--- src/core_clock_pkg.sv ---
// How it works
// - core clock is strap-selected multiple of input
// - codes 000..100 give 4,5,6,7,8; 000 default
// - 101 gives 10, 110 gives 12, 111 reserved
// - reset input forces known state, core idle
// - reset-complete output shows reset sequence finished
// - dram power-on input resets and initialises dram
// - asynchronous inputs pass through on-chip synchroniser
// - reset-complete output floats while reset is active
// - core leaves reset idle until an interrupt
// - system bus runs at half core clock
`default_nettype none
package core_clock_pkg;
	// ratio straps and multiplier widths
	localparam int RATIO_W = 3;
	localparam int MULT_W = 4;
	// strap codes
	localparam logic [RATIO_W-1:0] CODE_X4 = 3'h0;
	localparam logic [RATIO_W-1:0] CODE_X5 = 3'h1;
	localparam logic [RATIO_W-1:0] CODE_X6 = 3'h2;
	localparam logic [RATIO_W-1:0] CODE_X7 = 3'h3;
	localparam logic [RATIO_W-1:0] CODE_X8 = 3'h4;
	localparam logic [RATIO_W-1:0] CODE_X10 = 3'h5;
	localparam logic [RATIO_W-1:0] CODE_X12 = 3'h6;
	localparam logic [RATIO_W-1:0] CODE_RSVD = 3'h7;
	// multipliers
	localparam logic [MULT_W-1:0] MULT_4 = 4'h4;
	localparam logic [MULT_W-1:0] MULT_5 = 4'h5;
	localparam logic [MULT_W-1:0] MULT_6 = 4'h6;
	localparam logic [MULT_W-1:0] MULT_7 = 4'h7;
	localparam logic [MULT_W-1:0] MULT_8 = 4'h8;
	localparam logic [MULT_W-1:0] MULT_10 = 4'ha;
	localparam logic [MULT_W-1:0] MULT_12 = 4'hc;
	localparam logic [MULT_W-1:0] MULT_DEFAULT = MULT_4;
	// system bus divider from the core clock
	localparam logic [1:0] SOC_DIV = 2'h2;
	// pll settle time before reset-complete may rise
	localparam int CLK_PERIOD_NS = 10;
	localparam int LOCK_TIME_NS = 1000;
	localparam int LOCK_CYC = (LOCK_TIME_NS + CLK_PERIOD_NS - 1) / CLK_PERIOD_NS;

	// strap code to multiplier; reserved code falls back to default
	function automatic logic [MULT_W-1:0] ratio_mult(
		input logic [RATIO_W-1:0] code);
		logic [MULT_W-1:0] m;
		m = MULT_DEFAULT;
		case (code)
			CODE_X4: m = MULT_4;
			CODE_X5: m = MULT_5;
			CODE_X6: m = MULT_6;
			CODE_X7: m = MULT_7;
			CODE_X8: m = MULT_8;
			CODE_X10: m = MULT_10;
			CODE_X12: m = MULT_12;
			default: m = MULT_DEFAULT;
		endcase
		return m;
	endfunction
endpackage
`default_nettype wire

--- src/core_clock_ratio_and_reset.sv ---
`timescale 1ns/10ps
`default_nettype none
// clock ratio straps, reset sequencing and dram power-on handling
module core_clock_ratio_and_reset
#(
	parameter int LOCK_CYCLES = core_clock_pkg::LOCK_CYC
)
(
	// clock and power-on reset
	input wire logic clk_i,
	input wire logic nrst_i,
	// board straps and reset
	input wire logic [core_clock_pkg::RATIO_W-1:0] core_ratio_select_i,
	input wire logic rst_in_n_i,
	input wire logic por_in_n_i,
	// analogue pll interface
	input wire logic pll_lock_i,
	output logic [core_clock_pkg::MULT_W-1:0] core_mult_o,
	output logic [1:0] soc_div_o,
	output logic ratio_bad_o,
	// core interface
	input wire logic irq_i,
	output logic core_rst_o,
	output logic core_idle_o,
	// reset-complete pin
	output logic rst_out_n_o,
	output logic rst_out_oe_o,
	// on-chip dram
	output logic dram_rst_o,
	output logic dram_init_o
);
	import core_clock_pkg::*;

	localparam int CNT_W = $clog2(LOCK_CYCLES + 1);
	localparam logic [CNT_W-1:0] CNT_LAST = CNT_W'(LOCK_CYCLES - 1);

	// refuse a lock time the counter cannot serve
	if (LOCK_CYCLES < 1)
	begin : g_chk
		$error("LOCK_CYCLES must be at least one");
	end

	typedef enum logic [1:0] {ST_RESET, ST_LOCK, ST_IDLE, ST_RUN} phase_t;

	typedef struct packed
	{
		phase_t phase; // reset sequence position
		logic [CNT_W-1:0] lock_cnt; // cycles of steady lock seen
		logic [RATIO_W-1:0] code; // strap value caught in reset
		logic [MULT_W-1:0] mult; // multiplier to the pll
		logic [1:0] soc_div; // system bus divider
		logic ratio_bad; // reserved code was strapped
		logic core_rst; // core held in reset
		logic idle; // core waiting for interrupt
		logic done_n; // reset-complete pin level
		logic oe; // reset-complete pin enable
		logic dram_rst; // dram held in reset
		logic dram_init; // one-cycle dram init start
	} blk_state_t;

	blk_state_t s_r;
	blk_state_t s_nxt;
	logic rst_in_s; // synchronised board reset, active low
	logic por_s; // synchronised dram power-on, active low

	// board reset is asynchronous, so never use it raw
	level_sync u_rst_sync
	(
		.clk_i(clk_i),
		.nrst_i(nrst_i),
		.async_i(rst_in_n_i),
		.sync_o(rst_in_s)
	);

	// dram power-on input is asynchronous too
	level_sync u_por_sync
	(
		.clk_i(clk_i),
		.nrst_i(nrst_i),
		.async_i(por_in_n_i),
		.sync_o(por_s)
	);

	// next-state logic for the whole block
	always_comb
	begin
		s_nxt = s_r;
		s_nxt.dram_init = 1'b0;
		s_nxt.soc_div = SOC_DIV;
		// dram follows its own power-on input only
		s_nxt.dram_rst = !por_s;
		if (s_r.dram_rst && por_s)
		begin
			s_nxt.dram_init = 1'b1;
		end
		if (!rst_in_s)
		begin
			// known state; straps are static so sampling them is safe
			s_nxt.phase = ST_RESET;
			s_nxt.lock_cnt = '0;
			s_nxt.code = core_ratio_select_i;
			s_nxt.core_rst = 1'b1;
			s_nxt.idle = 1'b1;
			s_nxt.done_n = 1'b0;
			s_nxt.oe = 1'b0;
		end
		else
		begin
			case (s_r.phase)
				ST_RESET:
				begin
					// release: hand the multiplier to the pll
					s_nxt.mult = ratio_mult(s_r.code);
					s_nxt.ratio_bad = (s_r.code == CODE_RSVD);
					s_nxt.oe = 1'b1;
					s_nxt.lock_cnt = '0;
					s_nxt.phase = ST_LOCK;
				end
				ST_LOCK:
				begin
					// a lock drop restarts the settle count
					if (!pll_lock_i)
						s_nxt.lock_cnt = '0;
					else if (s_r.lock_cnt == CNT_LAST)
					begin
						s_nxt.done_n = 1'b1;
						s_nxt.core_rst = 1'b0;
						s_nxt.phase = ST_IDLE;
					end
					else
						s_nxt.lock_cnt = s_r.lock_cnt + 1'b1;
				end
				ST_IDLE:
				begin
					// core sleeps until the first interrupt
					if (irq_i)
					begin
						s_nxt.idle = 1'b0;
						s_nxt.phase = ST_RUN;
					end
				end
				default:
				begin
					s_nxt.phase = ST_RUN;
				end
			endcase
		end
	end

	// state register; power-on leaves everything in reset
	always_ff @(posedge clk_i or negedge nrst_i)
	begin
		if (!nrst_i)
		begin
			s_r <= '0;
			s_r.phase <= ST_RESET;
			s_r.mult <= MULT_DEFAULT;
			s_r.soc_div <= SOC_DIV;
			s_r.core_rst <= 1'b1;
			s_r.idle <= 1'b1;
			s_r.dram_rst <= 1'b1;
		end
		else
			s_r <= s_nxt;
	end

	// outputs straight from the state register
	assign core_mult_o = s_r.mult;
	assign soc_div_o = s_r.soc_div;
	assign ratio_bad_o = s_r.ratio_bad;
	assign core_rst_o = s_r.core_rst;
	assign core_idle_o = s_r.idle;
	assign rst_out_n_o = s_r.done_n;
	assign rst_out_oe_o = s_r.oe;
	assign dram_rst_o = s_r.dram_rst;
	assign dram_init_o = s_r.dram_init;
endmodule
`default_nettype wire

--- src/level_sync.sv ---
`timescale 1ns/10ps
`default_nettype none
// two-flop synchroniser for an asynchronous level
module level_sync
(
	// clock and reset
	input wire logic clk_i,
	input wire logic nrst_i,
	// level in and out
	input wire logic async_i,
	output logic sync_o
);
	typedef struct packed
	{
		logic meta; // first stage, read only by second stage
		logic hold; // second stage
	} sync_state_t;

	sync_state_t s_r;
	sync_state_t s_nxt;

	// shift the level through two stages
	always_comb
	begin
		s_nxt = s_r;
		s_nxt.meta = async_i;
		s_nxt.hold = s_r.meta;
	end

	// resets to zero: an asserted active-low input is the safe side
	always_ff @(posedge clk_i or negedge nrst_i)
	begin
		if (!nrst_i)
			s_r <= '0;
		else
			s_r <= s_nxt;
	end

	assign sync_o = s_r.hold;
endmodule
`default_nettype wire

--- config.mk ---
export PLATFORM = sky130hd
export DESIGN_NAME = core_clock_ratio_and_reset
export DESIGN_NICKNAME = d
export VERILOG_FILES = /design/src/core_clock_pkg.sv /design/src/core_clock_ratio_and_reset.sv /design/src/level_sync.sv
export SDC_FILE = /design/constraint.sdc
export NUM_CORES = 1
export LEC_CHECK = 0
export BUFFER_PORTS_ARGS = -buffer_cell sky130_fd_sc_hd__buf_2
export CORE_UTILIZATION = 35
export CTS_BUF_LIST = sky130_fd_sc_hd__clkbuf_4
export CTS_CLUSTER_DIAMETER = 40
export DETAILED_ROUTE_END_ITERATION = 6
export GPL_TIMING_DRIVEN = 1
export MAX_ROUTING_LAYER = met4
export SYNTH_ARGS = -nofsm -noshare
export SYNTH_HDL_FRONTEND = slang
export SYNTH_SLANG_ARGS = --single-unit
--- constraint.sdc ---
create_clock -name clk_i -period 2.5 [get_ports clk_i]
set_input_delay 0.125 -clock clk_i [delete_from_list [all_inputs] [get_ports clk_i]]
set_output_delay 0.125 -clock clk_i [all_outputs]
set_load 0.02 [all_outputs]
; After elaboration in Yosys (flattened, before gate mapping)
; Cells that the tools add are included.
; Widths: inputs -> output; s select.
[classes]
n_addsub = 1
n_eq_ne = 21
reduce_logical = 8
muxes = 20
[ops]
columns = op, n
row1 = $pmux 4 s6, 1
row2 = $mux 7, 2
row3 = $pmux 7 s2, 1
row4 = $eq 3x3->1 const B, 4
row5 = $ne 2x2->1 const B, 6
row6 = $ne 3x3->1 const B, 4
row7 = $mux 1, 10
row8 = $mux 9, 1
row9 = $add 7x1->7 const B, 1
row10 = $eq 7x7->1 const B, 1
row11 = $eq 3x2->1 const B, 2
row12 = $mux 2, 3
row13 = $pmux 2 s3, 1
row14 = $reduce_and 2->1, 3
row15 = $reduce_and 3->1, 2
row16 = $mux 4, 1
row17 = $ne 4x4->1 const B, 1
row18 = $eq 3x1->1 const B, 1
row19 = $eq 2x1->1 const B, 1
row20 = $eq 2x2->1 const B, 1
row21 = $logic_not 2->1, 1
row22 = $logic_and 1x1->1, 1
row23 = $logic_not 1->1, 1
[totals]
inputBits = 9
register_bits = 27
output_inout_bits = 13
word_cells = 65

; Longest topological paths before layout
[logic_depth]
depth_word = 5
depth_mapped = 4
depth_no_buf = 4

; Hierarchy
; A second synthesis with hierarchy kept.
[hier_totals]
cells_unflattened = 114
hier_area_um2 = 1187.4
[by_module_without_submodules]
columns = mod, cells_per_inst, seq_area_each_um2, n_inst, area_each_um2
row1 = core_clock_ratio_and_reset, 110, 580.6, 1, 1087.3
row2 = level_sync, 2, 50.0, 2, 50.0

; Least setup slack after synthesis
; Ideal clock, no wire load.
[synth_timing]
path_type = reg2reg
startpoint = register s_r[16] in the netlist's numbering
endpoint = register s_r[16] in the netlist's numbering
setup_time_ns = 0.129
path_slack_ns = 1.242
stages_incl_launch_ff = 5
arrival_time_ns = 1.129
n_path_buf = 0
path_cell_list = dfrtp_1 -> ha_1 -> and2b_2 -> a41oi_2 -> o22ai_1
[synth_via]
elab_chain_len = 5
[synth_lines]
columns = element, line_no
row1 = start: declaration, core_clock_ratio_and_reset.sv:61  ; blk_state_t s_r;
row2 = start signal: assignment, core_clock_ratio_and_reset.sv:164  ; s_r <= s_nxt;
row3 = $add 7x1->7, core_clock_ratio_and_reset.sv:131  ; s_nxt.lock_cnt = s_r.lock_cnt + 1'b1;
row4 = $mux 7, core_clock_ratio_and_reset.sv:124  ; else if (s_r.lock_cnt == CNT_LAST)
row5 = $mux 7, core_clock_ratio_and_reset.sv:122  ; if (!pll_lock_i)
row6 = $pmux 7 s2, core_clock_ratio_and_reset.sv:109  ; case (s_r.phase)
row7 = $mux 9, core_clock_ratio_and_reset.sv:96  ; if (!rst_in_s)
; Parallel ways exist; a longest one is shown, timed or not. The select of a mux whose other input is x is not followed.
; A chain may end at the register's enable or synchronous reset.

; Final worst setup path
[layout_timing]
startpoint = register u_rst_sync.s_r (netlist bit u_rst_sync.sync_o)
endpoint = register s_r (netlist bit core_mult_o[0])
[layout_via]
elab_chain_len = 1
[layout_lines]
columns = element, line_no
row1 = start: declaration, level_sync.sv:19  ; sync_state_t s_r;
row2 = start signal: assignment, level_sync.sv:36  ; s_r <= s_nxt;
row3 = $reduce_and 2->1 (no line), -
; Every way passes these cells.

==> summary.txt <==
Clock tree
  • Cts repair resizes: 0
  • Worst-path clk slew: 0.16 ns
  • Root Buffer: clkbuf_4
  • H-tree Lvls: 1
  • Number of setup buffers added after CTS: 0
  • Num Clock Sinks: 27
  • CTS tree: built
  • Worst-Skew Late Latency: 0.34 ns
  • Inserted Clock Buffers: 3
  • Clk buf depth: 2

Drt
  • Vias: 833
  • Drt drc: 0
  • Vias per cell: 4.82
  • DR iter-0 viols: 8
  • Detail Route Antenna Nets: 0
  • Routed length per instance: between 10 and 15 um
  • Final wirelength: between 2000 and 2500 um
  • 1st-pass router iterations: 4

Global route
  • Largest net degree at the start of global routing: 28
  • First-pass GRT wire length: about 3500 um
  • Met1 usage: 0.165
  • Met2 global-route usage: 0.206
  • Met3 Usage GRT: 0.0186
  • Busiest layer in global routing: met2
  • Vias in the first global route: approximately 780
  • Gr usage total: 0.132
  • Initial antenna violation count: 0
  • Global route total overflow: 0

Die
  • CORE AREA: roughly 3400 um^2
  • Die width: between 60 and 70 um
  • Std cell rows: 21
  • Io pins: 22
  • Die height: 61.9 um
  • Initial Utilization: 0.370
  • Die ar.: around 3800 um^2

Finish
  • Fillers: around 330
  • Final Util: 0.417
  • Area Growth Syn to Fin: 12.6%
  • ANT cells: 0
  • Number of flip-flops in the largest register: 12
  • Top reg by flops: s_r
  • Fraction of layout cells with a size suffix above 1: 0.362
  • Final net count: between 100 and 150

Timing
  • Final setup viols: 0
  • Final slew viol count: 0
  • Unrepaired setup endpoints after global routing: no
  • Final worst path period need: about 1.7 ns
  • Clock skew: 0.00375 ns
  • Max Fclk: approximately 600 MHz
  • Tcrit/Tclk final: 0.666
  • Final Hold Vio Count: 0
  • Worst slew margin: 0.595
  • Tightest Pin Transition: ~0.61 ns
  • Total Neg Setup Slack: 0 ns

Synthesis
  • Largest cells by area after synthesis: dfrtp_1, dfstp_2, buf_4
  • Yosys warns: 0
  • FFs w/ async S/R, synth: 1.00
  • Post-Syn Area per Cell: 11.6 um^2
  • Area share of the largest cell type after synthesis: 0.459
  • Post-synthesis instance area: roughly 1300 um^2
  • Sequential fraction of the synthesis area: 0.542
  • Synth Register Bits: 27
  • Distinct cells, synth: 40
  • Post-Syn Nets: 118
  • Syn Inst Count: ~110
  • Post-synth top area cell: dfrtp_1
  • EDFF count, synth: 0
  • Primary FF master, synth: dfrtp_1

Power
  • Switching share of power: 0.278
  • P_int: 0.000571 W
  • LEAKAGE: ~0.67 nW
  • Clock power frac: 0.261
  • Pwr Density: about 560 nW/um^2
  • Peak VDD IR: about 0.27 mV
  • Switching power: 0.000220 W
  • Comb power frac: 0.128
  • Flop pwr share: 0.610

Placement
  • Final GP Congestion: between 0.7 and 0.8
  • Port buffer count: 19
  • Hpwl dp: between 1000 and 1500 um

Critical path
  • WP data required: about 2.7 ns
  • Worst setup SP type: register
  • Crit path DAT: ~1.9 ns
  • Setup CP Type: register to register
  • CP Capture Type: register
  • Crit-path max FO: 20

Status
  • Status: completed

Run
  • Max-cap viol count: 0

Worst hold path
  • Hold Path Class: input port to register
-- metrics by stage --
| stage | worst slack, ns | std cells | area, um^2 | hold slack, ns | total power [W] |
|---|---|---|---|---|---|
| 3_3_place_gp | 0.893 | 163 | 1320 | 0.163 | 0.000585 |
| 3_5_place_dp | 0.840 | 163 | 1320 | 0.173 | 0.000588 |
| 2_1_floorplan | 1.24 | 108 | 1250 | -0.171 | 0.000569 |
| 5_1_grt | 0.728 | 173 | 1410 | 0.105 | 0.000835 |
| 4_1_cts | 0.806 | 172 | 1400 | 0.00150 | 0.000805 |
| 6_report | 0.836 | 173 | 1410 | 0.0928 | 0.000791 |
-- kinds of logic (layout without fill, tap and decap cells) --
family | after synthesis | count (layout) | synth area share
other | 2 | 2 | 0.00598
muxes | 3 | 3 | 0.0269
buffers and inverters | 13 | 32 | 0.0778
AOI/OAI and AO/OA | 24 | 24 | 0.154
DFF | 27 | 27 | 0.542
adders and majority gates | 1 | 1 | 0.00997
and+or+nand+nor | 38 | 38 | 0.183
-- synth_stat cells (2+ instances only) --
cell type	count
o21a_1	2
a21oi_1	2
o21ai_2	5
dfrtp_1	23
nand2b_1	2
and3_1	2
o221a_2	3
o22ai_1	2
nand2_1	12
nor2b_1	3
buf_4	6
nand3_1	3
mux2_2	3
nand3b_1	2
nor2_1	3
inv_1	3
o21ai_0	3
dfstp_2	4
conb_1	2
a41oi_1	2
buf_6	2
-- cell usage in the layout, fill, tap and decap left out, types with 3 or more instances in the layout --
| cell | instances |
|---|---|
| buf_2 | 19 |
| clkbuf_4 | 3 |
| dfrtp_1 | 23 |
| dfstp_2 | 4 |
| dlygate4sd3_1 | 6 |
| inv_1 | 3 |
| mux2_2 | 3 |
| nand2_1 | 12 |
| nand3_1 | 3 |
| nor2_1 | 3 |
| nor2b_1 | 3 |
| o21ai_0 | 3 |
| o21ai_2 | 5 |
| o221a_2 | 3 |
-- area by class of cell --
type                       instances  area (um^2)  area share
clock buffer                       3         22.5      0.0159
clock inverter                     1         8.76     0.00620
inverter                           3         11.3     0.00797
multi-input combinational         68          477       0.337
sequential                        27          681       0.482
tap                               46         57.6      0.0407
timing repair buffer              25          155       0.110
-- metal layers --
metal	vias up	routed length, um
met5	-	0
met4	0	55
met3	5	68
met2	16	981
met1	399	1020
li1	413	-
-- critical path, cell delays in order (launching register included) --
cell	delay (ns)
dfrtp_1	0.76
or3b_1	0.59
nand2_1	0.15
o21ai_2	0.06
-- what timing repair did --
item,in CTS,in global routing
setup endpoints to repair,0,0
hold endpoints to repair,27,1
hold buffers,5,1
-- final timing paths --
| kind | cells after the start | slack (ns) | start | to |
|---|---|---|---|---|
| max in group asynchronous | 2 | 1.81 | nrst_i | s_r[19] |
| min in group asynchronous | 2 | 0.31 | nrst_i | core_mult_o[0] |
| setup / recovery | 3 | 0.84 | u_rst_sync.sync_o | core_mult_o[0] |
| hold reg to reg | 0 | 0.37 | u_rst_sync.s_nxt[0] | u_rst_sync.sync_o |
| hold / removal | 4 | 0.09 | irq_i | core_idle_o |
| setup reg to reg | 3 | 0.84 | u_rst_sync.sync_o | core_mult_o[0] |
-- power groups by stage --
stage / logic, W / registers (W) / clock network [W]
6_report: 0.000101 / 0.000483 / 0.000207
4_1_cts: 0.000102 / 0.000484 / 0.000219
3_3_place_gp: 0.0000939 / 0.000491 / 0
5_1_grt: 0.000113 / 0.000489 / 0.000233
2_1_floorplan: 0.0000792 / 0.000490 / 0
3_5_place_dp: 0.0000964 / 0.000492 / 0
Note: power is estimated with default switching activity, not from simulation.
